<file path="src/core/fcd_pkg.sv">
package fcd_pkg;

  // ------------------------------------------------------------------
  // bus geometry
  // ------------------------------------------------------------------
  localparam int ADDR_W  = 8;
  localparam int DATA_W  = 32;
  localparam int INDEX_W = 6;
  localparam int REG_W   = 16;

  // ------------------------------------------------------------------
  // register indices (byte address = 4 * index)
  // ------------------------------------------------------------------
  localparam logic [INDEX_W-1:0] IDX_PREDIV_CFG = 6'h08;
  localparam logic [INDEX_W-1:0] IDX_DIV_CFG    = 6'h09;
  localparam logic [INDEX_W-1:0] IDX_STATUS     = 6'h3e;
  localparam logic [INDEX_W-1:0] IDX_REF_CTRL   = 6'h3f;

  // ------------------------------------------------------------------
  // reset values
  // ------------------------------------------------------------------
  localparam logic [REG_W-1:0] RST_DIV_CFG    = 16'h001e;
  localparam logic [REG_W-1:0] RST_PREDIV_CFG = 16'h0120;
  localparam logic [REG_W-1:0] RST_REF_CTRL   = 16'h0000;

  // ------------------------------------------------------------------
  // divider configuration fields
  // ------------------------------------------------------------------
  localparam int DIV_RATIO_LSB  = 0;
  localparam int DIV_RATIO_W    = 10;
  localparam int DIV_RSVD_BIT   = 10;
  localparam int DIV_BYPASS_BIT = 11;
  localparam int DIV_PD_BIT     = 12;
  localparam int SYNC_EN_BIT    = 13;
  localparam int BIAS_LSB       = 14;
  localparam int BIAS_W         = 2;

  // neighbouring register: bits 8:0 writable, 15:9 read zero
  localparam int PRE_LSB        = 6;
  localparam int PRE_W          = 3;
  localparam logic [REG_W-1:0] PREDIV_WMASK = 16'h01ff;

  // own control register: ref enable, also turns on sync path and capture
  localparam int REF_EN_BIT     = 0;
  localparam logic [REG_W-1:0] REF_WMASK    = 16'h0001;

  // status bits
  localparam int ST_SYNC_BIT    = 0;
  localparam int ST_DIV_RUN_BIT = 1;
  localparam int ST_BYPASS_BIT  = 2;

  // ------------------------------------------------------------------
  // encodings
  // ------------------------------------------------------------------
  localparam logic [PRE_W-1:0] PRE_DIV1 = 3'h1;
  localparam logic [PRE_W-1:0] PRE_DIV2 = 3'h2;
  localparam logic [PRE_W-1:0] PRE_DIV4 = 3'h4;

  localparam logic [DIV_RATIO_W-1:0] DIV_MIN = 10'h002;

  localparam logic [BIAS_W-1:0] BIAS_1V3 = 2'h0;
  localparam logic [BIAS_W-1:0] BIAS_1V1 = 2'h1;
  localparam logic [BIAS_W-1:0] BIAS_1V5 = 2'h2;
  localparam logic [BIAS_W-1:0] BIAS_OFF = 2'h3;

  // ------------------------------------------------------------------
  // helpers
  // ------------------------------------------------------------------
  // reserved pre-divider codes behave as the reset ratio
  function automatic logic [PRE_W-1:0] fcd_pre_ratio(input logic [PRE_W-1:0] code);
    if (code == PRE_DIV1 || code == PRE_DIV2 || code == PRE_DIV4) begin
      return code;
    end
    return PRE_DIV4;
  endfunction : fcd_pre_ratio

  // reserved main divider codes 0 and 1 behave as the smallest ratio
  function automatic logic [DIV_RATIO_W-1:0] fcd_main_ratio(input logic [DIV_RATIO_W-1:0] code);
    if (code < DIV_MIN) begin
      return DIV_MIN;
    end
    return code;
  endfunction : fcd_main_ratio

endpackage : fcd_pkg

</file>
<file path="src/core/fcd_predivider.sv">
module fcd_predivider
  import fcd_pkg::*;
(
  input  wire logic             clock,
  input  wire logic             rst_n,
  input  wire logic [PRE_W-1:0] ratio_code,
  output logic                  pre_tick
);

  // ------------------------------------------------------------------
  // pre-divider counter
  // ------------------------------------------------------------------
  logic [PRE_W-1:0] cnt_ff;
  logic [PRE_W-1:0] nxt_cnt;
  logic             tick_ff;
  logic             nxt_tick;
  logic [PRE_W-1:0] ratio;

  always_comb begin
    ratio = fcd_pre_ratio(ratio_code);
    if (cnt_ff >= ratio - PRE_DIV1) begin
      nxt_cnt  = '0;
      nxt_tick = 1'b1;
    end else begin
      nxt_cnt  = cnt_ff + PRE_DIV1;
      nxt_tick = 1'b0;
    end
  end

  always_ff @(posedge clock or negedge rst_n) begin
    if (!rst_n) begin
      cnt_ff  <= '0;
      tick_ff <= 1'b0;
    end else begin
      cnt_ff  <= nxt_cnt;
      tick_ff <= nxt_tick;
    end
  end

  assign pre_tick = tick_ff;

endmodule : fcd_predivider

</file>
<file path="src/core/fcd_main_divider.sv">
module fcd_main_divider
  import fcd_pkg::*;
(
  input  wire logic                   clock,
  input  wire logic                   rst_n,
  input  wire logic                   pre_tick,
  input  wire logic [DIV_RATIO_W-1:0] ratio_code,
  input  wire logic                   powerdown,
  output logic                        main_tick
);

  // ------------------------------------------------------------------
  // main divider counter, advanced by pre-divider ticks
  // ------------------------------------------------------------------
  logic [DIV_RATIO_W-1:0] cnt_ff;
  logic [DIV_RATIO_W-1:0] nxt_cnt;
  logic                   tick_ff;
  logic                   nxt_tick;
  logic [DIV_RATIO_W-1:0] ratio;

  always_comb begin
    ratio    = fcd_main_ratio(ratio_code);
    nxt_cnt  = cnt_ff;
    nxt_tick = 1'b0;
    if (powerdown) begin
      nxt_cnt = '0;
    end else if (pre_tick) begin
      if (cnt_ff >= ratio - 10'h001) begin
        nxt_cnt  = '0;
        nxt_tick = 1'b1;
      end else begin
        nxt_cnt = cnt_ff + 10'h001;
      end
    end
  end

  always_ff @(posedge clock or negedge rst_n) begin
    if (!rst_n) begin
      cnt_ff  <= '0;
      tick_ff <= 1'b0;
    end else begin
      cnt_ff  <= nxt_cnt;
      tick_ff <= nxt_tick;
    end
  end

  assign main_tick = tick_ff;

endmodule : fcd_main_divider

</file>
<file path="src/core/fcd_top.sv">
// What this block and its software do
// ten-bit main ratio, reset 30, codes 0-1 reserved
// bypass bit routes pre-divider output straight out
// powerdown bit stops main divider, pre-divider runs
// software keeps bypass/powerdown zero at pre 2,4
// software adjusts two external registers around bypass
// sync bit enables sync path and capture
// software writes zero to reserved bit ten
// bias field: 1.3V, 1.1V, 1.5V, off
// pre-divider field selects one, two or four
// output rate is input over pre times main
//
// The Avalon-MM register port was chosen for this implementation.
module fcd_top
  import fcd_pkg::*;
(
  input  wire logic              clock,
  input  wire logic              rst_b,
  input  wire logic [ADDR_W-1:0] avs_address,
  input  wire logic              avs_read,
  input  wire logic              avs_write,
  input  wire logic [DATA_W-1:0] avs_writedata,
  input  wire logic [3:0]        avs_byteenable,
  output logic      [DATA_W-1:0] avs_readdata,
  output logic                   avs_waitrequest,
  output logic                   fabric_clock_output,
  output logic                   sync_path_enable,
  output logic                   capture_permit,
  output logic                   bias_sel_1v3,
  output logic                   bias_sel_1v1,
  output logic                   bias_sel_1v5,
  output logic                   bias_off
);

  // ------------------------------------------------------------------
  // reset release
  // ------------------------------------------------------------------
  logic rst_meta_ff;
  logic rst_n_ff;

  always_ff @(posedge clock or negedge rst_b) begin
    if (!rst_b) begin
      rst_meta_ff <= 1'b0;
      rst_n_ff    <= 1'b0;
    end else begin
      rst_meta_ff <= 1'b1;
      rst_n_ff    <= rst_meta_ff;
    end
  end

  // ------------------------------------------------------------------
  // avalon slave handshake
  // ------------------------------------------------------------------
  logic                wait_ff;
  logic                nxt_wait;
  logic [DATA_W-1:0]   rdata_ff;
  logic [DATA_W-1:0]   nxt_rdata;
  logic [INDEX_W-1:0]  index;
  logic                accept;
  logic [REG_W-1:0]    lane_mask;

  assign index  = avs_address[ADDR_W-1:2];
  assign accept = (avs_read || avs_write) && !wait_ff;

  // byte enables of the low half select the bytes of a 16-bit register
  always_comb begin
    lane_mask = {{8{avs_byteenable[1]}}, {8{avs_byteenable[0]}}};
  end

  // ------------------------------------------------------------------
  // registers
  // ------------------------------------------------------------------
  logic [REG_W-1:0] div_cfg_ff;
  logic [REG_W-1:0] nxt_div_cfg;
  logic [REG_W-1:0] pre_cfg_ff;
  logic [REG_W-1:0] nxt_pre_cfg;
  logic [REG_W-1:0] ref_ctrl_ff;
  logic [REG_W-1:0] nxt_ref_ctrl;
  logic [REG_W-1:0] status;

  function automatic logic [REG_W-1:0] merge(input logic [REG_W-1:0] old_v,
                                             input logic [REG_W-1:0] new_v,
                                             input logic [REG_W-1:0] m);
    return (old_v & ~m) | (new_v & m);
  endfunction : merge

  always_comb begin
    nxt_div_cfg  = div_cfg_ff;
    nxt_pre_cfg  = pre_cfg_ff;
    nxt_ref_ctrl = ref_ctrl_ff;
    if (accept && avs_write) begin
      case (index)
        // reserved bit ten is stored as written; software keeps it zero
        IDX_DIV_CFG:  nxt_div_cfg  = merge(div_cfg_ff, avs_writedata[REG_W-1:0], lane_mask);
        IDX_PREDIV_CFG: begin
          nxt_pre_cfg = merge(pre_cfg_ff, avs_writedata[REG_W-1:0],
                              lane_mask & PREDIV_WMASK);
        end
        IDX_REF_CTRL: begin
          nxt_ref_ctrl = merge(ref_ctrl_ff, avs_writedata[REG_W-1:0],
                               lane_mask & REF_WMASK);
        end
        default: ;
      endcase
    end
  end

  always_ff @(posedge clock or negedge rst_n_ff) begin
    if (!rst_n_ff) begin
      div_cfg_ff  <= RST_DIV_CFG;
      pre_cfg_ff  <= RST_PREDIV_CFG;
      ref_ctrl_ff <= RST_REF_CTRL;
    end else begin
      div_cfg_ff  <= nxt_div_cfg;
      pre_cfg_ff  <= nxt_pre_cfg;
      ref_ctrl_ff <= nxt_ref_ctrl;
    end
  end

  // ------------------------------------------------------------------
  // field views
  // ------------------------------------------------------------------
  logic [DIV_RATIO_W-1:0] main_ratio;
  logic                   bypass;
  logic                   powerdown;
  logic                   sync_en;
  logic [BIAS_W-1:0]      bias_code;
  logic [PRE_W-1:0]       pre_code;
  logic                   ref_en;

  assign main_ratio = div_cfg_ff[DIV_RATIO_LSB +: DIV_RATIO_W];
  assign bypass     = div_cfg_ff[DIV_BYPASS_BIT];
  assign powerdown  = div_cfg_ff[DIV_PD_BIT];
  assign sync_en    = div_cfg_ff[SYNC_EN_BIT];
  assign bias_code  = div_cfg_ff[BIAS_LSB +: BIAS_W];
  assign pre_code   = pre_cfg_ff[PRE_LSB +: PRE_W];
  assign ref_en     = ref_ctrl_ff[REF_EN_BIT];

  // ------------------------------------------------------------------
  // divider chain
  // ------------------------------------------------------------------
  logic pre_tick;
  logic main_tick;

  // bypass/powerdown at pre ratio 2 or 4 is left to software
  fcd_predivider u_pre (
    .clock      (clock),
    .rst_n      (rst_n_ff),
    .ratio_code (pre_code),
    .pre_tick   (pre_tick)
  );

  fcd_main_divider u_main (
    .clock      (clock),
    .rst_n      (rst_n_ff),
    .pre_tick   (pre_tick),
    .ratio_code (main_ratio),
    .powerdown  (powerdown),
    .main_tick  (main_tick)
  );

  // ------------------------------------------------------------------
  // outputs and status
  // ------------------------------------------------------------------
  logic fclk_ff;
  logic nxt_fclk;
  logic sync_ff;
  logic nxt_sync;
  logic [3:0] bias_ff;
  logic [3:0] nxt_bias;

  always_comb begin
    nxt_fclk = bypass ? pre_tick : main_tick;
    nxt_sync = sync_en || ref_en;
    case (bias_code)
      BIAS_1V3: nxt_bias = 4'h1;
      BIAS_1V1: nxt_bias = 4'h2;
      BIAS_1V5: nxt_bias = 4'h4;
      BIAS_OFF: nxt_bias = 4'h8;
      default:  nxt_bias = 4'h1;
    endcase
    status                 = '0;
    status[ST_SYNC_BIT]    = sync_ff;
    status[ST_DIV_RUN_BIT] = !powerdown;
    status[ST_BYPASS_BIT]  = bypass;
  end

  always_comb begin
    nxt_wait  = 1'b1;
    nxt_rdata = '0;
    if ((avs_read || avs_write) && wait_ff) begin
      nxt_wait = 1'b0;
      if (avs_read) begin
        case (index)
          IDX_DIV_CFG:    nxt_rdata = {16'h0000, div_cfg_ff};
          IDX_PREDIV_CFG: nxt_rdata = {16'h0000, pre_cfg_ff};
          IDX_REF_CTRL:   nxt_rdata = {16'h0000, ref_ctrl_ff};
          IDX_STATUS:     nxt_rdata = {16'h0000, status};
          default:        nxt_rdata = '0;
        endcase
      end
    end
  end

  always_ff @(posedge clock or negedge rst_n_ff) begin
    if (!rst_n_ff) begin
      wait_ff  <= 1'b1;
      rdata_ff <= '0;
      fclk_ff  <= 1'b0;
      sync_ff  <= 1'b0;
      bias_ff  <= 4'h1;
    end else begin
      wait_ff  <= nxt_wait;
      rdata_ff <= nxt_rdata;
      fclk_ff  <= nxt_fclk;
      sync_ff  <= nxt_sync;
      bias_ff  <= nxt_bias;
    end
  end

  // external register edits around bypass are software's job
  assign avs_waitrequest     = wait_ff;
  assign avs_readdata        = rdata_ff;
  assign fabric_clock_output = fclk_ff;
  assign sync_path_enable    = sync_ff;
  assign capture_permit      = sync_ff;
  assign bias_sel_1v3        = bias_ff[0];
  assign bias_sel_1v1        = bias_ff[1];
  assign bias_sel_1v5        = bias_ff[2];
  assign bias_off            = bias_ff[3];

endmodule : fcd_top

</file>
<file path="config.mk">
export PLATFORM = sky130hd
export DESIGN_NAME = fcd_top
export DESIGN_NICKNAME = d
export VERILOG_FILES = /design/src/core/fcd_pkg.sv /design/src/core/fcd_predivider.sv /design/src/core/fcd_main_divider.sv /design/src/core/fcd_top.sv
export SDC_FILE = /design/constraint.sdc
export NUM_CORES = 1
export LEC_CHECK = 0
export BUFFER_PORTS_ARGS = -buffer_cell sky130_fd_sc_hd__buf_4
export CORE_UTILIZATION = 57
export DETAILED_ROUTE_END_ITERATION = 10
export PLACE_DENSITY_LB_ADDON = 0.08
export SETUP_SLACK_MARGIN = 0.2
export SKIP_LAST_GASP = 1
export SLEW_MARGIN = 5
export SYNTH_ARGS = -nofsm -noshare
export SYNTH_HDL_FRONTEND = slang
export SYNTH_HIERARCHICAL = 1
export SYNTH_SLANG_ARGS = --single-unit
export TNS_END_PERCENT = 1
</file>
<file path="constraint.sdc">
create_clock -name clock -period 3.6 [get_ports clock]
set_input_delay 0.18 -clock clock [delete_from_list [all_inputs] [get_ports clock]]
set_output_delay 0.18 -clock clock [all_outputs]
set_load 0.01 [all_outputs]
</file>
-- Word level (Yosys, flattened, before mapping)
Cells that the tools add are included.
- flip-flop bits (word level): 104
- bits of input ports: 48
- output and inout port bits: 40
- logic and storage cells: 77
- $add $sub $neg: 4
- magnitude comparators: 3
- equality and inequality tests: 10
- muxes and demuxes: 20
- bitwise gates (word level): 12
- reductions and logical operators: 14
- operators by type and width (kind ; number):
    $and A16 B16 Y16 ; 4
    $mux W32 ; 2
    $pmux W16 S4 ; 1
    $mux W10 ; 5
    $or A16 B16 Y16 ; 3
    $and A16 B1 Y16 ; 1
    $and A16 B9 Y16 ; 1
    $not A1 Y16 ; 1
    $not A16 Y16 ; 1
    $not A9 Y16 ; 1
    $pmux W4 S4 ; 1
    $eq A6 B4 Y1 const B ; 2
    $eq A6 B6 Y1 const B ; 2
    $add A10 B1 Y10 const B ; 1
    $ge A10 B10 Y1 ; 1
    $lt A10 B2 Y1 const B ; 1
    $sub A10 B1 Y10 const B ; 1
    $mux W3 ; 3
    $mux W1 ; 8
    $reduce_and A2 Y1 ; 3
    $eq A2 B2 Y1 const B ; 2
    $logic_or A1 B1 Y1 ; 4
    $add A3 B1 Y3 const B ; 1
    $eq A3 B1 Y1 const B ; 1
    9 further kinds ; 12

-- Logic depth before layout (Yosys ltp)
Gate-level depths: netlist of run 1.
- depth in word-level cells: 8
- gate-level depth with buffers: 15
- depth with buffers taken out: 14

-- Modules after synthesis
Netlist of run 1, hierarchy kept.
- by module, submodules not included (module ; instances ; cells each ; area an instance (um^2) ; seq. area each (um^2)):
    fcd_top ; 1 ; 154 ; 2129.5 ; 1286.2
    fcd_main_divider ; 1 ; 119 ; 1003.5 ; 275.3
    fcd_predivider ; 1 ; 23 ; 261.5 ; 100.1

-- Worst setup path before layout of run 1
Ideal clock, no wire load.
- kind: flip-flop to flip-flop
- from: register with a tool-made name
- to: register u_main.cnt_ff[7]
- library setup time: 0.082 ns
- arrival: 3.275 ns
- required time: 3.518 ns
- setup slack: 0.243 ns
- stages on the path, launching flop included: 15
- path buffers: 1
- period minus slack after synthesis: 3.357 ns
- cell sequence: dfrtp_1 or4_4 nor3_4 inv_1 o21ai_0 ha_1 inv_1 nor4_1 xnor2_1 ha_1 and4_1 a31oi_1 clkbuf_1 nand4_1 a31oi_1
- RTL lines (element ; line ; text):
    to (signal assigned) ; fcd_main_divider.sv:42 ; cnt_ff <= nxt_cnt;
    to (decl) ; fcd_main_divider.sv:15 ; logic [DIV_RATIO_W-1:0] cnt_ff;

==> flow_summary.yaml, run 1 <==
logic_synthesis:
  yosysTopAreaCellShare_pct: 42.8
  synthFlopType: "dfrtp_1"
  postSynthCellCount: 296
  ys_warn_count: 6
  yosysMostFrequentCell: "dfrtp_1"
  yosys-top-cells-area: "dfrtp_1 43%, mux2_2 9.0%, ha_1 6.3%, dfstp_2 6.2%, buf_4 4.0%"
  ys_seq_area_share_pct: 48.9
  synth_top_area_cell: "dfrtp_1"
  synth_cell_type_count: 52
  ys_top_cells_by_count: "58 x dfrtp_1, 27 x mux2_2, 18 x buf_4, 17 x ha_1, 15 x nor2_1"
  async_flop_share_pct: 100
  synth_edf_count: 0
  syn-cell-area_um2: 3390
  synth_seq_cells: 66
  syn_avg_cell_area_um2: 11.5
placement:
  hpwl_mm: 4.84
  place_ws_ps: 160
  io_buffers: 51
  gp_congestion: 0.800
  dp_cells: 417
  place_area_um2: 3820
final_layout:
  seqCellArea_um2: 1660
  final_cells: 436
  layout-area-overhead-vs-synth_pct: 20.2
  multi_input_area_um2: 1610
  fillCellCount: 438
  drive_above_1_share_pct: 34.1
  final_util_pct: 72.8
  diodes: 0
  stdcell_area_um2: 4080
  nets: 424
grt:
  grt_util_met3_pct: 4.37
  grt_overflow_total: 0
  grt_usage_pct: 23.7
  grt_most_used_layer: "met2"
  grt_max_degree: 49
  grt_use_met1_pct: 32.2
  antenna_found_initial: 0
  grt_pass1_wl_mm: 11.2
  met2_usage_pct: 35.9
  grt_pass1_vias: 2408
sta:
  rsz0062_at_grt: "false"
  min_period_ps: 3240
  setup_tns_ps: 0
  holdWs_ps: 64.7
  drv_slew: 0
  worst_pin_slew_ps: 990
  fin_worst_skew_ps: 8.22
  setup_ws_ps: 363
  fmax_mhz: 309
  slew_headroom_pct: 34.0
  timing.final.crit_share_pct: 89.9
  setup_viol: 0
  finalHoldViolCount: 0
route:
  num_vias: 2438
  first_iter_violations: 91
  wl_mm: 6.82
  post-route-drc-count: 0
  viasPerCell: 5.59
  ant_nets: 0
  first_pass_iters: 4
  post_drt_wl_per_cell_um: 15.6
setup_path:
  cpLargestDelayFamily: "simple AND/OR/NAND/NOR gates"
  path_buf_inv: 3
  critical_path_class: "reg2reg"
  crit_arrival_ps: 3470
  cp_max_fo: 11
  path_cells: "or4_4 > nor3_4 > inv_1 > o21ai_2 > ha_1 > inv_1 > nor4_2 > xnor2_1 > ha_1 > and4_1 > a31oi_1 > buf_4 > a21oi_1 > and2_1"
  critPathCaptureType: "register"
  crit_required_ps: 3840
  crit_slowest_cell: "or4_4"
  start_kind: "register"
  max_stage_delay_ps: 590
pwr:
  clkPwrFrac_pct: 30.5
  ir_drop_mv: 0.393
  intPower_mw: 1.54
  finalPower_mw: 2.29
  power_frac_seq_pct: 41.9
  powerDensity_nw_per_um2: 561
  p_sw_uw: 753
  p_sw_share_pct: 32.9
  p_leak_nw: 2.04
  pwr-share-comb_pct: 27.6
run:
  maxCapViolCount: 0
clock_tree:
  cts_root_buf: "clkbuf_8"
  clock_latency_ps: 340
  cts_tree: "done"
  clock_sinks: 66
  clk_path_buf_depth: 2
  clk_pin_slew_ps: 80
  cts_buffers: 9
  ctsHtreeMaxLevel: 3
outcome:
  status: "completed"
die:
  die_h_um: 79.2
  coreArea_um2: 5610
  die_x_um: 79.2
  rows: 27
  dieArea_um2: 6270
  io_pins: 88
  start_util_pct: 60.5
min_path:
  hold_class: "in2reg"
[layer usage]
layer  wire length, um  up-vias
met2              3220       73
li1                  -     1174
met1              3210     1178
met3               267       13
met4               125        0
met5                 0        -
[final timing paths]
check	slack [ps]	from	to	cells after the start
worst max-delay path	360	register	u_main/main_tick	14
worst max register to register	360	register	u_main/main_tick	14
min in group asynchronous	140	rst_b	rst_n_ff	2
max in group asynchronous	2300	rst_n_ff	asynchronous set/reset pin	1
worst min-delay path	60	avs_writedata[13]	register	2
worst min register to register	360	rst_meta_ff	rst_n_ff	0
[cell families (layout without fill, tap and decap cells)]
| kind of cell | after synthesis | count (layout) | synth area share (%) |
|---|---|---|---|
| xor+xnor | 12 | 12 | 3.10 |
| flops | 66 | 66 | 48.9 |
| mux | 33 | 33 | 10.7 |
| fa+ha+maj | 17 | 17 | 6.27 |
| other cells | 2 | 17 | 0.221 |
| compound gates | 36 | 36 | 6.97 |
| simple gates | 97 | 97 | 18.1 |
| buf+inv | 33 | 86 | 5.71 |
[final cells by class]
cell class	count	share of cell area, %
inverters	9	0.828
multi-input cells	212	39.3
flip-flops and latches	66	40.8
well taps	72	2.21
clock inverters	7	2.42
repair buffers	61	11.4
clock buffers	9	3.04
[power groups by stage]
stage | registers, mW | clock network, mW | logic, mW
3_3_place_gp | 0.964 | 0 | 0.596
2_1_floorplan | 0.930 | 0 | 0.479
4_1_cts | 0.955 | 0.713 | 0.629
6_report | 0.958 | 0.699 | 0.633
5_1_grt | 0.974 | 0.747 | 0.721
3_5_place_dp | 0.969 | 0 | 0.623
[placed cells by master (no fill, tap or decap), types with 3 or more instances in the layout]
cell type	Yosys	routed
nand4_1	12	12
nor2b_1	3	3
a211oi_1	3	3
nor2_1	15	15
nand3_1	8	8
dfstp_2	8	8
ha_1	17	17
dfrtp_1	58	57
nor3_1	4	4
a31oi_1	5	5
o211ai_1	4	4
clkbuf_8	0	9
conb_1	2	17
mux2i_1	6	6
buf_4	18	58
and2_1	10	10
inv_1	8	8
nand2_1	11	11
xor2_1	6	6
and3_1	4	4
a21oi_1	9	9
xnor2_1	6	6
nand2b_1	3	3
mux2_2	27	27
o21ai_0	6	5
dlygate4sd3_1	0	3
[repair_timing]
item | 4_1_cts | 5_1_grt
resized for setup | 1 | 2
endpoints found under the hold margin | 3 | 0
buffers inserted | 0 | 0
endpoints found under the setup margin | 3 | 11
hold buffers | 3 | 0
pin swaps | 0 | 1
Note: power is estimated with default switching activity, not from simulation.
==> inputs of run 2 (changes only) <==
--- a/config.mk
+++ b/config.mk
@@ -6,7 +6,8 @@
 export NUM_CORES = 1
 export LEC_CHECK = 0
 export BUFFER_PORTS_ARGS = -buffer_cell sky130_fd_sc_hd__buf_4
-export CORE_UTILIZATION = 57
+export CORE_ASPECT_RATIO = 1.75
+export CORE_UTILIZATION = 53
 export DETAILED_ROUTE_END_ITERATION = 10
 export PLACE_DENSITY_LB_ADDON = 0.08
 export SETUP_SLACK_MARGIN = 0.2
==> constraint.sdc (replaced) <==
create_clock -name clock -period 3.7 [get_ports clock]
set_input_delay 0.185 -clock clock [delete_from_list [all_inputs] [get_ports clock]]
set_output_delay 0.185 -clock clock [all_outputs]
set_load 0.01 [all_outputs]
==> run 2 against run 1 <==
Against the previous run: hold slack lost 4.7 ps; largest power group unchanged; largest cell class unchanged; highest routed layer unchanged; clock power shrank 19%; power shrank 8.0%.
==> flow_summary.yaml, run 2 (synthesized netlist as in run 1, its figures left out) <==
outcome:
  status: "completed"
die:
  dieArea_um2: 6740
  die_h_um: 108
  die_x_um: 62.5
  start_util_pct: 54.9
  rows: 38
  coreArea_um2: 6180
  io_pins: 88
final_layout:
  layout-area-overhead-vs-synth_pct: 19.3
  nets: 423
  diodes: 0
  layout_common_cells: "57 x dfrtp_1, 57 x buf_4, 27 x mux2_2"
  drive_above_1_share_pct: 34.2
  stdcell_area_um2: 4050
  final_util_pct: 65.5
  final_cells: 443
clock_tree:
  ctsHtreeMaxLevel: 3
  clk_path_buf_depth: 2
  cts_tree: "done"
  cts_root_buf: "clkbuf_8"
  clk_pin_slew_ps: 70
  cts_buffers: 9
  clock_sinks: 66
  clock_latency_ps: 350
route:
  post_drt_wl_per_cell_um: 15.3
  wl_mm: 6.77
  ant_nets: 0
  first_iter_violations: 164
  post-route-drc-count: 0
  viasPerCell: 5.51
  first_pass_iters: 4
  num_vias: 2439
sta:
  setup_tns_ps: 0
  drv_slew: 0
  timing.final.crit_share_pct: 89.5
  finalHoldViolCount: 0
  fmax_mhz: 302
  min_period_ps: 3310
  setup_ws_ps: 389
  fin_worst_skew_ps: 10.5
  setup_viol: 0
  rsz0062_at_grt: "false"
  worst_pin_slew_ps: 783
  holdWs_ps: 60.0
  slew_headroom_pct: 47.8
setup_path:
  path_buf_inv: 3
  crit_arrival_ps: 3560
  crit_slowest_cell: "or4_4"
  critPathCaptureType: "register"
  cpLargestDelayFamily: "simple AND/OR/NAND/NOR gates"
  cp_max_fo: 11
  max_stage_delay_ps: 590
  path_cells: "or4_4 > nor3_4 > inv_1 > o21ai_2 > ha_2 > inv_1 > nor4_2 > xnor2_1 > ha_1 > and4_1 > a31oi_1 > buf_4 > a21oi_1 > and2_1"
  crit_required_ps: 3940
  cp_common_cell: "inv_1"
  start_kind: "register"
  critical_path_class: "reg2reg"
placement:
  place_ws_ps: 171
  place_area_um2: 3820
  dp_cells: 424
  io_buffers: 51
  hpwl_mm: 5.11
  gp_congestion: 0.821
pwr:
  p_sw_uw: 717
  clkPwrFrac_pct: 26.8
  finalPower_mw: 2.11
  p_sw_share_pct: 34.0
  power_frac_seq_pct: 44.3
  pwr-share-comb_pct: 29.0
  ir_drop_mv: 0.346
  p_leak_nw: 2.01
  intPower_mw: 1.39
  powerDensity_nw_per_um2: 520
grt:
  grt_pass1_wl_mm: 10.9
  grt_usage_pct: 21.5
  grt_overflow_total: 0
  antenna_found_initial: 0
  grt_max_degree: 37
  grt_pass1_vias: 2429
min_path:
  hold_class: "in2reg"
run:
  maxCapViolCount: 0
[run 2: path summary, 6_finish.rpt]
check	from	end	slack (ps)	cells past startpoint
hold / removal	avs_writedata[11]	register	60	2
hold reg to reg	rst_n_ff	avs_readdata[10]	350	0
max in group asynchronous	rst_n_ff	asynchronous set/reset pin	2440	1
setup reg to reg	register	u_main/main_tick	390	14
min in group asynchronous	rst_b	rst_n_ff	150	2
setup / recovery	register	u_main/main_tick	390	14
[run 2: cell type report]
| class | count | area [um2] |
|---|---|---|
| fill | 514 | 2130 |
| sequential | 66 | 1660 |
| multi-input combinational | 212 | 1610 |
| timing repair buffer | 60 | 458 |
| clock buffer | 11 | 151 |
| tap | 80 | 100 |
| clock inverter | 5 | 36.3 |
| inverter | 9 | 33.8 |
[run 2: power groups by stage]
| stage | logic, mW | registers [mW] | clock network (mW) |
|---|---|---|---|
| floorplan | 0.466 | 0.905 | 0 |
| global placement | 0.583 | 0.940 | 0 |
| detailed placement | 0.603 | 0.945 | 0 |
| CTS | 0.610 | 0.932 | 0.578 |
| global route | 0.696 | 0.948 | 0.609 |
| finish | 0.610 | 0.933 | 0.563 |
[run 2: metal layers]
metal / global-route usage (%) / vias to the layer above / routed length, um
li1: - / 1164 / -
met1: 22.2 / 1211 / 2620
met2: 39.1 / 52 / 3780
met3: 4.98 / 12 / 227
met4: 12.0 / 0 / 144
met5: 0 / - / 0
[run 2: repair_timing]
item                                   4_1_cts  5_1_grt
gates resized for setup                      1        3
setup endpoints to repair                    4       11
buffers inserted                             0        0
endpoints found under the hold margin        3        0
hold buffers                                 3        0
